### src/rtl/acc_pkg.sv
// Package with register map, field layout, reset values and types of the converter control block.
package acc_pkg;

  // ****************************************************************
  // Register offsets on the plain register port.
  // ****************************************************************
  localparam logic [7:0] OFS_MODE    = 8'h10;
  localparam logic [7:0] OFS_CLKFLAG = 8'h11;
  localparam logic [7:0] OFS_RESHI   = 8'h12;
  localparam logic [7:0] OFS_REFSEL  = 8'h13;
  localparam logic [7:0] OFS_SAMPRES = 8'h14;
  localparam logic [7:0] OFS_PINSEL  = 8'h16;

  // ****************************************************************
  // Field positions.
  // ****************************************************************
  localparam int BIT_EN    = 7;
  localparam int BIT_START = 6;
  localparam int BIT_EOC   = 5;
  localparam int BIT_GATE  = 4;
  localparam int BIT_FLAG  = 7;
  localparam int BIT_IE    = 6;
  localparam int BIT_EXT   = 7;

  // ****************************************************************
  // Reset values of the writable fields and of the end-of-conversion status.
  // ****************************************************************
  localparam logic       RST_EN    = 1'b0;
  localparam logic       RST_EOC   = 1'b1;
  localparam logic [1:0] RST_LEVEL = 2'h3;
  localparam logic [1:0] RST_SAMPW = 2'h2;
  localparam logic [1:0] RST_RES   = 2'h2;

  // ****************************************************************
  // Conversion clock ratios, channel codes and resolution codes.
  // ****************************************************************
  localparam logic [4:0] DIV_SEL0 = 5'h10;
  localparam logic [4:0] DIV_SEL1 = 5'h08;
  localparam logic [4:0] DIV_SEL2 = 5'h01;
  localparam logic [4:0] DIV_SEL3 = 5'h02;
  localparam logic [3:0] CHAN_LAST = 4'hC;
  localparam int         CHAN_N    = 13;
  localparam logic [1:0] RES_8     = 2'h0;
  localparam logic [1:0] RES_10    = 2'h1;
  localparam logic [3:0] LSB_8     = 4'h4;
  localparam logic [3:0] LSB_10    = 4'h2;
  localparam logic [3:0] LSB_12    = 4'h0;
  localparam logic [3:0] MSB_IDX   = 4'hB;
  // Least clocks per bit step before the decision clock: one for the trial flop, two for the comparator synchroniser.
  localparam logic [1:0] STEP_MIN  = 2'h3;

  typedef enum logic [1:0] {ST_IDLE, ST_SAMPLE, ST_CONVERT, ST_DONE} acc_state_t;

  // Controls handed to the analog converter core and pads.
  typedef struct packed {
    logic                power_en;
    logic [CHAN_N-1:0]   chan_connect;
    logic                ref_external;
    logic [1:0]          ref_level;
    logic                sample;
    logic                conv_tick;
    logic [11:0]         trial;
  } acc_analog_t;

endpackage

### src/rtl/acc_clkdiv.sv
// Conversion clock divider that turns the instruction clock into one-cycle ticks.
`timescale 1ns/1ps
`default_nettype none
module acc_clkdiv (
  input  wire logic       clk,
  input  wire logic       sys_rst,
  input  wire logic       run,
  input  wire logic [1:0] sel,
  output logic            tick
);

  logic [3:0] cnt_reg;
  logic [4:0] ratio;
  logic [3:0] reload;

  // Ratio decode: 00 by 16, 01 by 8, 10 by 1, 11 by 2.
  assign ratio  = (sel == 2'h0) ? acc_pkg::DIV_SEL0 :
                  (sel == 2'h1) ? acc_pkg::DIV_SEL1 :
                  (sel == 2'h2) ? acc_pkg::DIV_SEL2 : acc_pkg::DIV_SEL3;
  assign reload = 4'(ratio - 5'h01);

  // Down counter; a select change takes effect at the next reload, so a tick is never split.
  always_ff @(posedge clk or posedge sys_rst) begin
    if (sys_rst) begin
      cnt_reg <= 4'h0;
      tick    <= 1'b0;
    end else if (!run) begin
      cnt_reg <= 4'h0;
      tick    <= 1'b0;
    end else begin
      tick    <= (cnt_reg == 4'h0);
      cnt_reg <= (cnt_reg == 4'h0) ? reload : cnt_reg - 4'h1;
    end
  end

endmodule
`default_nettype wire

### src/rtl/acc_top.sv
// Converter control block: registers, conversion sequencer, result and interrupt logic.
`timescale 1ns/1ps
`default_nettype none

module acc_top (
  input  wire logic            clk,
  input  wire logic            sys_rst,
  input  wire logic [7:0]      reg_addr,
  input  wire logic [7:0]      reg_wdata,
  input  wire logic            reg_wr,
  input  wire logic            reg_rd,
  output logic [7:0]           reg_rdata,
  input  wire logic            cmp_in,
  output acc_pkg::acc_analog_t analog_ctrl,
  output logic [4:0]           pa_digital_off,
  output logic [5:0]           pb_digital_off,
  output logic                 irq
);

  // ****************************************************************
  // Register state.
  // ****************************************************************
  logic                en_reg;
  logic                gate_reg;
  logic [3:0]          chan_sel_reg;
  logic                eoc_reg;
  logic                flag_reg;
  logic                ie_reg;
  logic [1:0]          ck_reg;
  logic [11:0]         result_reg;
  logic                ext_reg;
  logic [1:0]          level_reg;
  logic [2:0]          pbhi_reg;
  logic [1:0]          samp_w_reg;
  logic [1:0]          res_reg;
  logic [4:0]          paan_reg;
  logic [2:0]          pblo_reg;

  // ****************************************************************
  // Sequencer state.
  // ****************************************************************
  acc_pkg::acc_state_t state_reg;
  acc_pkg::acc_state_t state_next;
  logic [11:0]         sar_reg;
  logic [3:0]          bit_idx_reg;
  logic [1:0]          step_cnt_reg;
  logic [3:0]          samp_cnt_reg;
  logic                cmp_meta_reg;
  logic                cmp_sync_reg;
  logic                tick;

  // ****************************************************************
  // Register port decode.
  // ****************************************************************
  logic wr_mode;
  logic wr_clkflag;
  logic wr_refsel;
  logic wr_sampres;
  logic wr_pinsel;
  logic start_ok;
  logic flag_set;
  logic flag_clr;

  // Address decode; start is only taken from idle with the converter enabled by the same write.
  assign wr_mode    = reg_wr && (reg_addr == acc_pkg::OFS_MODE);
  assign wr_clkflag = reg_wr && (reg_addr == acc_pkg::OFS_CLKFLAG);
  assign wr_refsel  = reg_wr && (reg_addr == acc_pkg::OFS_REFSEL);
  assign wr_sampres = reg_wr && (reg_addr == acc_pkg::OFS_SAMPRES);
  assign wr_pinsel  = reg_wr && (reg_addr == acc_pkg::OFS_PINSEL);
  assign start_ok   = wr_mode && reg_wdata[acc_pkg::BIT_START] && reg_wdata[acc_pkg::BIT_EN]
                      && (state_reg == acc_pkg::ST_IDLE);
  assign flag_set   = (state_reg == acc_pkg::ST_DONE);
  assign flag_clr   = wr_clkflag && !reg_wdata[acc_pkg::BIT_FLAG];

  // ****************************************************************
  // Conversion arithmetic.
  // ****************************************************************
  logic [3:0]  samp_len;
  logic [3:0]  lsb_idx;
  logic [11:0] bit_mask;
  logic [11:0] trial;
  logic [11:0] sar_keep;
  logic        samp_end;
  logic        step_end;
  logic        last_bit;

  // Sample width in conversion clocks.
  assign samp_len = 4'h1 << samp_w_reg;
  // Lowest bit decided; lower bits stay zero so short results sit left aligned.
  assign lsb_idx  = (res_reg == acc_pkg::RES_8)  ? acc_pkg::LSB_8 :
                    (res_reg == acc_pkg::RES_10) ? acc_pkg::LSB_10 : acc_pkg::LSB_12;
  assign bit_mask = 12'h001 << bit_idx_reg;
  assign trial    = sar_reg | bit_mask;
  assign sar_keep = cmp_sync_reg ? trial : sar_reg;
  assign samp_end = (state_reg == acc_pkg::ST_SAMPLE) && tick && (samp_cnt_reg + 4'h1 == samp_len);
  // A bit step needs a conversion tick and enough cycles for the comparator to settle and sync.
  assign step_end = (state_reg == acc_pkg::ST_CONVERT) && tick && (step_cnt_reg == acc_pkg::STEP_MIN);
  assign last_bit = (bit_idx_reg == lsb_idx);

  // ****************************************************************
  // Conversion clock divider, stopped while the converter is off.
  // ****************************************************************
  acc_clkdiv u_clkdiv (
    .clk     (clk),
    .sys_rst (sys_rst),
    .run     (en_reg),
    .sel     (ck_reg),
    .tick    (tick)
  );

  // Comparator comes from the analog core, so it passes two flops before use.
  always_ff @(posedge clk or posedge sys_rst) begin
    if (sys_rst) begin
      cmp_meta_reg <= 1'b0;
      cmp_sync_reg <= 1'b0;
    end else begin
      cmp_meta_reg <= cmp_in;
      cmp_sync_reg <= cmp_meta_reg;
    end
  end

  // Sequencer next state; clearing enable aborts a conversion at once.
  always_comb begin
    state_next = state_reg;
    case (state_reg)
      acc_pkg::ST_IDLE:    if (start_ok) state_next = acc_pkg::ST_SAMPLE;
      acc_pkg::ST_SAMPLE:  if (samp_end) state_next = acc_pkg::ST_CONVERT;
      acc_pkg::ST_CONVERT: if (step_end && last_bit) state_next = acc_pkg::ST_DONE;
      acc_pkg::ST_DONE:    state_next = acc_pkg::ST_IDLE;
      default:             state_next = acc_pkg::ST_IDLE;
    endcase
    if (!en_reg && (state_reg != acc_pkg::ST_IDLE)) begin
      state_next = acc_pkg::ST_IDLE;
    end
  end

  // Sequencer registers.
  always_ff @(posedge clk or posedge sys_rst) begin
    if (sys_rst) begin
      state_reg <= acc_pkg::ST_IDLE;
    end else begin
      state_reg <= state_next;
    end
  end

  // Sample counter counts conversion ticks of the sampling pulse.
  always_ff @(posedge clk or posedge sys_rst) begin
    if (sys_rst) begin
      samp_cnt_reg <= 4'h0;
    end else if (state_reg != acc_pkg::ST_SAMPLE) begin
      samp_cnt_reg <= 4'h0;
    end else if (tick) begin
      samp_cnt_reg <= samp_cnt_reg + 4'h1;
    end
  end

  // Successive approximation: try each bit from the top, keep it if the comparator says so.
  always_ff @(posedge clk or posedge sys_rst) begin
    if (sys_rst) begin
      sar_reg      <= 12'h000;
      bit_idx_reg  <= acc_pkg::MSB_IDX;
      step_cnt_reg <= 2'h0;
    end else if (state_reg != acc_pkg::ST_CONVERT) begin
      sar_reg      <= 12'h000;
      bit_idx_reg  <= acc_pkg::MSB_IDX;
      step_cnt_reg <= 2'h0;
    end else if (step_end) begin
      sar_reg      <= sar_keep;
      bit_idx_reg  <= bit_idx_reg - 4'h1;
      step_cnt_reg <= 2'h0;
    end else if (step_cnt_reg != acc_pkg::STEP_MIN) begin
      step_cnt_reg <= step_cnt_reg + 2'h1;
    end
  end

  // Result registers load on the last bit, one cycle before status and flag rise.
  always_ff @(posedge clk or posedge sys_rst) begin
    if (sys_rst) begin
      result_reg <= 12'h000;
    end else if (step_end && last_bit) begin
      result_reg <= sar_keep;
    end
  end

  // End-of-conversion status: cleared by an accepted start, set in the done cycle.
  // An abort by disabling leaves it low until the next completed conversion.
  always_ff @(posedge clk or posedge sys_rst) begin
    if (sys_rst) begin
      eoc_reg <= acc_pkg::RST_EOC;
    end else if (start_ok) begin
      eoc_reg <= 1'b0;
    end else if (flag_set) begin
      eoc_reg <= 1'b1;
    end
  end

  // Interrupt flag: the set wins over a firmware clear in the same cycle; writing one does nothing.
  always_ff @(posedge clk or posedge sys_rst) begin
    if (sys_rst) begin
      flag_reg <= 1'b0;
    end else begin
      flag_reg <= flag_set | (flag_reg & ~flag_clr);
    end
  end

  // Mode register fields.
  always_ff @(posedge clk or posedge sys_rst) begin
    if (sys_rst) begin
      en_reg       <= acc_pkg::RST_EN;
      gate_reg     <= 1'b0;
      chan_sel_reg <= 4'h0;
    end else if (wr_mode) begin
      en_reg       <= reg_wdata[acc_pkg::BIT_EN];
      gate_reg     <= reg_wdata[acc_pkg::BIT_GATE];
      chan_sel_reg <= reg_wdata[3:0];
    end
  end

  // Clock and enable fields of the flag register.
  always_ff @(posedge clk or posedge sys_rst) begin
    if (sys_rst) begin
      ie_reg <= 1'b0;
      ck_reg <= 2'h0;
    end else if (wr_clkflag) begin
      ie_reg <= reg_wdata[acc_pkg::BIT_IE];
      ck_reg <= reg_wdata[5:4];
    end
  end

  // Reference select register.
  always_ff @(posedge clk or posedge sys_rst) begin
    if (sys_rst) begin
      ext_reg   <= 1'b0;
      level_reg <= acc_pkg::RST_LEVEL;
    end else if (wr_refsel) begin
      ext_reg   <= reg_wdata[acc_pkg::BIT_EXT];
      level_reg <= reg_wdata[1:0];
    end
  end

  // Sampling and resolution register; fields change mid-conversion at the user's risk.
  always_ff @(posedge clk or posedge sys_rst) begin
    if (sys_rst) begin
      pbhi_reg   <= 3'h0;
      samp_w_reg <= acc_pkg::RST_SAMPW;
      res_reg    <= acc_pkg::RST_RES;
    end else if (wr_sampres) begin
      pbhi_reg   <= reg_wdata[6:4];
      samp_w_reg <= reg_wdata[3:2];
      res_reg    <= reg_wdata[1:0];
    end
  end

  // Analog pin select register for the lower pins.
  always_ff @(posedge clk or posedge sys_rst) begin
    if (sys_rst) begin
      paan_reg <= 5'h00;
      pblo_reg <= 3'h0;
    end else if (wr_pinsel) begin
      paan_reg <= reg_wdata[4:0];
      pblo_reg <= reg_wdata[7:5];
    end
  end

  // ****************************************************************
  // Read path.
  // ****************************************************************
  logic [7:0] rd_mux;

  // Start always reads zero; unmapped addresses read zero.
  assign rd_mux = (reg_addr == acc_pkg::OFS_MODE)    ? {en_reg, 1'b0, eoc_reg, gate_reg, chan_sel_reg} :
                  (reg_addr == acc_pkg::OFS_CLKFLAG) ? {flag_reg, ie_reg, ck_reg, result_reg[3:0]} :
                  (reg_addr == acc_pkg::OFS_RESHI)   ? result_reg[11:4] :
                  (reg_addr == acc_pkg::OFS_REFSEL)  ? {ext_reg, 5'h00, level_reg} :
                  (reg_addr == acc_pkg::OFS_SAMPRES) ? {1'b0, pbhi_reg, samp_w_reg, res_reg} :
                  (reg_addr == acc_pkg::OFS_PINSEL)  ? {pblo_reg, paan_reg} : 8'h00;

  // Read data stand only in the cycle after the strobe.
  always_ff @(posedge clk or posedge sys_rst) begin
    if (sys_rst) begin
      reg_rdata <= 8'h00;
    end else begin
      reg_rdata <= reg_rd ? rd_mux : 8'h00;
    end
  end

  // ****************************************************************
  // Outputs to the analog side and the core.
  // ****************************************************************
  logic [acc_pkg::CHAN_N-1:0] chan_onehot;

  // Out-of-range channel codes connect nothing.
  assign chan_onehot = (gate_reg && (chan_sel_reg <= acc_pkg::CHAN_LAST)) ?
                       (acc_pkg::CHAN_N'(1) << chan_sel_reg) : '0;

  // Every output is a flop, so the pads see no decode glitches.
  always_ff @(posedge clk or posedge sys_rst) begin
    if (sys_rst) begin
      analog_ctrl    <= '0;
      pa_digital_off <= 5'h00;
      pb_digital_off <= 6'h00;
      irq            <= 1'b0;
    end else begin
      analog_ctrl.power_en     <= en_reg;
      analog_ctrl.chan_connect <= chan_onehot;
      analog_ctrl.ref_external <= ext_reg;
      analog_ctrl.ref_level    <= level_reg;
      analog_ctrl.sample       <= (state_reg == acc_pkg::ST_SAMPLE);
      analog_ctrl.conv_tick    <= tick;
      analog_ctrl.trial        <= (state_reg == acc_pkg::ST_CONVERT) ? trial : 12'h000;
      pa_digital_off           <= paan_reg;
      pb_digital_off           <= {pbhi_reg, pblo_reg};
      irq                      <= flag_reg & ie_reg;
    end
  end
endmodule
`default_nettype wire

### config.mk
export PLATFORM = sky130hd
export DESIGN_NAME = acc_top
export DESIGN_NICKNAME = d
export VERILOG_FILES = /design/src/rtl/acc_pkg.sv /design/src/rtl/acc_clkdiv.sv /design/src/rtl/acc_top.sv
export SDC_FILE = /design/constraint.sdc
export NUM_CORES = 1
export LEC_CHECK = 0
export ABC_CLOCK_PERIOD_IN_PS = 4300
export BUFFER_PORTS_ARGS = -buffer_cell sky130_fd_sc_hd__buf_2
export CAP_MARGIN = 20
export CORE_MARGIN = 1
export CORE_UTILIZATION = 57
export DETAILED_ROUTE_END_ITERATION = 10
export GPL_TIMING_DRIVEN = 0
export HOLD_SLACK_MARGIN = 0.15
export PLACE_DENSITY = 0.79
export REMOVE_ABC_BUFFERS = 1
export SKIP_CTS_REPAIR_TIMING = 1
export SYNTH_ARGS = -nofsm -noshare
export SYNTH_HDL_FRONTEND = slang
export SYNTH_SLANG_ARGS = --single-unit
export TNS_END_PERCENT = 1
### constraint.sdc
create_clock -name clk -period 4.3 [get_ports clk]
set_input_delay 0.43 -clock clk [delete_from_list [all_inputs] [get_ports clk]]
set_output_delay 0.43 -clock clk [all_outputs]
set_load 0.1 [all_outputs]
==> impl_results.md, run 1 <==
* Status: finished with violations
* Failing checks: design-rule violations
* Crit Path Max Fanout at 35
* PortBufs at 71
* Arrival time worst endpoint at 3.55 ns
* Initial antenna violation count at 0
* TritonCTS clock tree: yes
* ANT nets after route at 0
* Post-DR wirelength/cell at 16.68 um
* Worst Setup Path Type: reg -> reg
* Placer Congestion at approximately 0.84
* GRT met2 Usage at 0.3949
* Die X at approximately 98 um
* Hold wc startpoint: reg_wdata[3]
* Max frequency at 321.2 MHz
* CP Capture Type: register
* Area Overhead vs Synth at 19.91%
* Die ar. at between 9000 and 10000 um2
* Worst Skew at 0.008217 ns
* Die Ht at 97.95 um
* H-tree depth at 4
* R2r startpoint: state_reg[0]$_DFFE_PP0P_
* Max-slew violations at 0
* Max IR drop VDD at 260.7 uV
* Top-area cell type share of the netlist area at 0.5484
* Average cell area after synthesis at 11.64 um2
* GRT busiest layer: met2
* Gr usage total at 0.2418
* Worst slew pin tran at approximately 0.95 ns
* Final worst-path cycle share at 0.7241
* Initial Utilization at 0.5959
* Reg2Reg Setup Slack at ~1.2 ns
* Diodes inserted at 0
* Hold EP: chan_sel_reg[3]$_DFFE_PP0N_
* Asr flop ratio synth at 1.000
* Commonest cells post-synth: 115 x dfrtp_1, 42 x a21oi_1, 34 x nor2b_1, 25 x o21ai_0, 22 x clkbuf_1
* Core Box Area at 8806 um2
* CP Data Required Time at 4.74 ns
* Max FFs per register at 31
* GR Util met3 at 0.05440
* Final core occ at 0.7146
* RSZ-0062 raised after global routing: no
* # placed instances at 607
* Worst hold path class: in -> reg
* Register-to-Register Path Depth at 7
* Drt drc at 7
* Max stage delay on crit path at between 0.7 and 0.8 ns
* Worst r2r dst: state_reg[0]$_DFFE_PP0P_
* Number of global-route vias before repair at between 3000 and 4000
* Global-route wire length before repair at between 15000 and 20000 um
* Synth Register Bits at 123
* # rows at 34
* Pre-antenna DRT Iters at 7
* Worst rel slew slack at 0.3688
* Post-Layout Cell Count at 641
* Post-DR vias/cell at 5.713
* Setup TNS at 0 ns
* Pleak at a little over 3 nW
* Via Count at 3662
* Ratio of cells with drive above 1 in the final layout at 0.2627
* Cell taking the most area after synthesis: dfrtp_1
* Total gr overflow at 0
* Slowest CP cell: ha_1
* Hold Vio Cnt, Final at 0
* Final min period at 3.114 ns
* Hold Path Depth at 2
* Critical Path Start Type: register
* Worst skew pair latency at 0.52 ns
* HPWL reported at the end of detailed placement at 6963 um
* Max-cap violations at 0
* CTS Buffer Depth at 2
* Detailed Route WL at 10690 um
* Number of synthesized flops with an enable pin at 0
* Net count reported at finish at approximately 550
* Seq/Total Area, Yosys at 0.5885
* CTS Sinks at approximately 120
* Main synth FF type: dfrtp_1
* Final setup violation count at 0
* Cell Chain, Critical Path: inv_1 -> ha_1 -> nand4b_1 -> a311o_1 -> a32oi_1 -> o211a_1 -> mux2i_1
* CTS Root Cell: clkbuf_8
* CTS buffer count at 17
* Clock transition at the registers of the reported paths at around 0.06 ns
* Top post-synthesis cells by area: dfrtp_1 55%, mux2_2 4.5%, nor2b_1 4.1%, a21oi_1 4.0%, dfstp_2 4.0%
* Mapped Area at 5248 um2
* Synth unique cells at between 50 and 60
* PwrDens at 476.9 nW/um2
* 1st-iter DRT viols at 173
* Largest net degree at the start of global routing at 108
* Yosys Warn Count at 0
* Cells after synthesis at 451
* # IOs at 72
* GR Layer Usage met1 at 0.3023
* Count leader, synth: dfrtp_1
[worst max-delay path by stage]
stage,start,slack [ns],to
after floorplan,sys_rst,0.61,analog_ctrl[0]$_DFF_PP0_
after global placement,sys_rst,-0.51,analog_ctrl[30]$_DFF_PP0_
after detailed placement,state_reg[0]$_DFFE_PP0P_,1.23,state_reg[1]$_DFFE_PP0P_
after CTS,state_reg[0]$_DFFE_PP0P_,1.18,state_reg[1]$_DFFE_PP0P_
after global routing,state_reg[0]$_DFFE_PP0P_,0.96,state_reg[1]$_DFFE_PP0P_
final,state_reg[0]$_DFFE_PP0P_,1.19,state_reg[0]$_DFFE_PP0P_
[power breakdown]
part / internal, mW / switching, mW
registers: 1.20 / 0.0340
logic: 0.113 / 0.241
clock network: 0.901 / 0.511
total: 2.21 / 0.786
[metrics by stage]
stage | setup slack (ns) | total power [mW] | instance area, um2 | hold WS, ns
floorplan | 0.6124 | 1.516 | 5149 | 0.3312
global placement | -0.5070 | 1.591 | 5639 | 0.3325
detailed placement | 1.228 | 1.605 | 5672 | 0.3364
CTS | 1.180 | 3.011 | 6272 | -0.1697
global route | 0.9640 | 3.102 | 6292 | 0.1814
finish | 1.186 | 3.000 | 6292 | 0.1895
[cell families (layout without fill, tap and decap cells)]
family / after synthesis / in the layout / synth area share
adders and majority gates: 13 / 13 / 0.03100
DFF: 123 / 123 / 0.5885
buffers and inverters: 33 / 115 / 0.02527
AOI/OAI and AO/OA: 106 / 106 / 0.1259
and+or+nand+nor: 134 / 134 / 0.1447
muxes: 34 / 34 / 0.07129
xor gates and xnor gates: 8 / 8 / 0.01335
[routing by layer]
layer	part of all wire	wire (um)
met2	0.49	5241
met3	0.048	515
met1	0.44	4681
met4	0.023	251
met5	0	0
[layout by cell type, fill, tap and decap left out, drive strengths merged, types with 3 or more instances in the layout]
cell	Yosys	layout
nor2	19	19
a22oi	3	3
a32oi	6	6
dfrtp	115	115
o21ai	25	25
and2	11	11
or3b	3	3
mux2	27	27
xnor2	6	6
ha	13	13
nand2b	4	4
o22ai	6	6
nor3	11	11
clkinvlp	0	4
buf	2	72
dfstp	8	8
bufinv	0	3
and3	8	8
inv	9	10
clkbuf	22	19
nor2b	34	34
o211a	5	5
nand2	20	20
a2bb2oi	4	4
mux2i	7	7
clkinv	0	5
nand3	8	8
a21oi	42	42
[area by class of cell]
cell class / count / area (um2)
clock buffers: 19 / 431.7
clock inverters: 13 / 168.9
fillers: 589 / 2514
inverters: 9 / 38.79
multi-input cells: 295 / 2027
flip-flops and latches: 123 / 3088
well taps: 108 / 135.1
repair buffers: 74 / 402.9
[worst max-delay path: cells and delay by family, from the launching register on]
family                     cells  cell delay, ns
AOI/OAI and AO/OA              3            1.20
adders and majority gates      1            0.79
buffers and inverters          1            0.12
DFF                            1            0.41
muxes                          1            0.19
and+or+nand+nor                1            0.32
Note: power is estimated with default switching activity, not from simulation.
==> run 2, diff against run 1 <==
--- a/config.mk
+++ b/config.mk
@@ -5,15 +5,15 @@
 export SDC_FILE = /design/constraint.sdc
 export NUM_CORES = 1
 export LEC_CHECK = 0
-export ABC_CLOCK_PERIOD_IN_PS = 4300
+export ABC_CLOCK_PERIOD_IN_PS = 2500
 export BUFFER_PORTS_ARGS = -buffer_cell sky130_fd_sc_hd__buf_2
 export CAP_MARGIN = 20
 export CORE_MARGIN = 1
-export CORE_UTILIZATION = 57
+export CORE_UTILIZATION = 51
 export DETAILED_ROUTE_END_ITERATION = 10
 export GPL_TIMING_DRIVEN = 0
 export HOLD_SLACK_MARGIN = 0.15
-export PLACE_DENSITY = 0.79
+export PLACE_DENSITY = 0.75
 export REMOVE_ABC_BUFFERS = 1
 export SKIP_CTS_REPAIR_TIMING = 1
 export SYNTH_ARGS = -nofsm -noshare
==> constraint.sdc (replaced) <==
create_clock -name clk -period 2.5 [get_ports clk]
set_input_delay 0.25 -clock clk [delete_from_list [all_inputs] [get_ports clk]]
set_output_delay 0.25 -clock clk [all_outputs]
set_load 0.1 [all_outputs]
==> run 2 against run 1 <==
Wire length rose by 5.7%. The flow now finishes without violations. Largest cell class unchanged. Critical path type is now in -> reg. Die area rose by 12%. Clock-buffer cell count fell by 2.
==> impl_results.md, run 2 (same netlist as run 1, synthesis figures left out) <==
* Status: finished clean (was finished with violations)
* CTS Root Cell: clkbuf_8 (unchanged)
* Hold Vio Cnt, Final at 0 (unchanged)
* Drt drc at 0 (was 7)
* CTS Sinks at 123 (unchanged)
* Worst skew pair latency at 0.51 ns (was 0.52 ns)
* ANT nets after route at 0 (unchanged)
* CP Data Required Time at 2.89 ns (was 4.74 ns)
* Gr usage total at 0.2206 (was 0.2418)
* DP Area at 5703 um2 (was 5672 um2)
* Most frequent cells in the layout: 115 x dfrtp_1, 71 x buf_2, 42 x a21oi_1, 34 x nor2b_1, 25 x o21ai_0 (unchanged)
* Core Box Area at 9864 um2 (was 8806 um2)
* # rows at 36 (was 34)
* Die Ht at 103.4 um (was 97.95 um)
* Die X at 103.4 um (was 97.95 um)
* Placement Setup Slack at -0.5983 ns (was 1.228 ns)
* Critical Path Start Type: input port (was register)
* Hold Path Depth at 3 (was 2)
* Number of global-route vias before repair at 3596 (was 3640)
* Pleak at 3.139 nW (was 3.080 nW)
* GR Util met3 at 0.05712 (was 0.05440)
* Clock transition at the registers of the reported paths at 0.06 ns (about the same)
* Max stage delay on crit path at 0.69 ns (was 0.79 ns)
* Final min period at 2.377 ns
* Final worst-path cycle share at 0.9509
* PwrDens at 816.8 nW/um2 (was 476.9 nW/um2)
* Ratio of cells with drive above 1 in the final layout at 0.2687 (was 0.2627)
* GRT busiest layer: met2 (unchanged)
* # IOs at 72 (unchanged)
* H-tree depth at 4 (unchanged)
* Initial antenna violation count at 0 (unchanged)
* Worst rel slew slack at 0.4535 (was 0.3688)
* RSZ-0062 raised after global routing: no (unchanged)
* Crit Path Max Fanout at 12 (was 35)
* Final setup violation count at 0 (unchanged)
* CP Capture Type: register (unchanged)
* 1st-iter DRT viols at 194 (was 173)
* PortBufs at 71 (unchanged)
* Net count reported at finish at 568 (was 554)
* Post-route cell area at 6482 um2 (was 6292 um2)
* Initial Utilization at 0.5320 (was 0.5959)
* Max frequency at 420.7 MHz
* # fillers at 733 (was 589)
* Pre-antenna DRT Iters at 4 (was 7)
* Detailed Route WL at 11300 um (was 10690 um)
* HPWL reported at the end of detailed placement at 7302 um (was 6963 um)
* Total power at 5.295 mW (was 3.000 mW)
* Arrival time worst endpoint at 2.77 ns (was 3.55 ns)
* # placed instances at 632 (was 607)
* Worst Skew at 0.007425 ns (was 0.008217 ns)
* TritonCTS clock tree: yes (unchanged)
* CTS buffer count at 17 (unchanged)
* GRT met2 Usage at 0.3597 (was 0.3949)
* Worst hold path class: in -> reg (unchanged)
* CTS Buffer Depth at 2 (unchanged)
* Via Count at 3808 (was 3662)
* Slowest CP cell: nor2_1 (was ha_1)
* Max IR drop VDD at 422.9 uV (was 260.7 uV)
* Setup TNS at 0 ns (unchanged)
* Placer Congestion at 0.8877 (was 0.8384)
* Global-route wire length before repair at 17400 um (was 17980 um)
* Worst Setup Path Type: in -> reg (was reg -> reg)
* GR Layer Usage met1 at 0.2786 (was 0.3023)
* Area Overhead vs Synth at 23.53% (was 19.91%)
* Final core occ at 0.6572 (was 0.7146)
* Post-Layout Cell Count at 680 (was 641)
* Largest net degree at the start of global routing at 94 (was 108)
* Total gr overflow at 0 (unchanged)
* Die ar. at 10700 um2 (was 9594 um2)
* Max-slew violations at 0 (unchanged)
* Worst slew pin tran at 0.8167 ns (was 0.9468 ns)
* Diodes inserted at 0 (unchanged)
* Post-DR wirelength/cell at 16.62 um (was 16.68 um)
* Most common cell after layout, fill and taps aside: dfrtp_1 (unchanged)
* Max-cap violations at 0 (unchanged)
* Post-DR vias/cell at 5.600 (was 5.713)
* Register-to-Register Path Depth at 7 (unchanged)
* Cell Chain, Critical Path: buf_2 -> or4b_1 -> nor2_1 -> nand3_1 -> mux2_2 (was inv_1 -> ha_1 -> nand4b_1 -> a311o_1 -> a32oi_1 -> o211a_1 -> mux2i_1)
* Max FFs per register at 31 (unchanged)
* Min Hold Slack at 0.2086 ns (was 0.1895 ns)
* Final worst setup slack at 0.1228 ns (was 1.186 ns)
==> run 2: cell types whose count changed in the layout (fill, tap and decap cells not counted) <==
cell | previous run | this run
clkinvlp_4 | 4 | 6
clkinv_2 | 1 | 3
dlygate4sd3_1 | 2 | 11
ha_1 | 13 | 12
clkbuf_8 | 2 | 1
clkinv_4 | 4 | 0
buf_6 | 0 | 1
bufinv_16 | 3 | 4
ha_4 | 0 | 1
a311o_2 | 0 | 1
inv_6 | 2 | 3
clkbuf_1 | 1 | 0
buf_4 | 0 | 3
==> run 2: where the power goes <==
group / internal (mW) / leakage [nW] / switching [mW]
Sequential: 2.07 / 1.67 / 0.0626
Clock: 1.62 / 0.283 / 0.887
Combinational: 0.221 / 1.19 / 0.443
==> run 2: layout make-up <==
class / instances / area (um2) / share of cell area
Tap cell: 133 / 166.4 / 0.02567
Sequential cell: 123 / 3088 / 0.4764
Multi-Input combinational cell: 296 / 2051 / 0.3163
Timing Repair Buffer: 87 / 526.8 / 0.08126
Clock inverter: 15 / 197.7 / 0.03050
Inverter: 9 / 38.79 / 0.005983
Clock buffer: 17 / 414.1 / 0.06389
==> run 2: routing by layer <==
layer  vias to the layer above  part of all wire  wire length, um
met5                         -                 0                0
met2                       111              0.50             5619
met3                        12             0.051              579
met4                         0             0.012              138
li1                       1779                 -                -
met1                      1906              0.44             4964
==> run 2: final timing paths <==
path | slack [ns] | end | startpoint
setup / recovery | 0.12 | pblo_reg[0]$_DFFE_PP0P_ | reg_addr[7]
hold / removal | 0.21 | reg_rdata[7]$_DFF_PP0_ | reg_addr[3]
setup reg to reg | 0.24 | state_reg[0]$_DFFE_PP0P_ | state_reg[0]$_DFFE_PP0P_
hold reg to reg | 0.35 | cmp_sync_reg$_DFF_PP0_ | cmp_meta_reg$_DFF_PP0_
max in group asynchronous | 1.50 | eoc_reg$_DFFE_PP1P_ | sys_rst
min in group asynchronous | 0.25 | pa_digital_off[1]$_DFF_PP0_ | sys_rst
==> run 2: worst max-delay path, delay by kind of cell <==
kind                   cells  cell delay (ns)
buffers and inverters      1             0.10
multiplexers               1             0.46
AND/OR/NAND/NOR            3             1.95
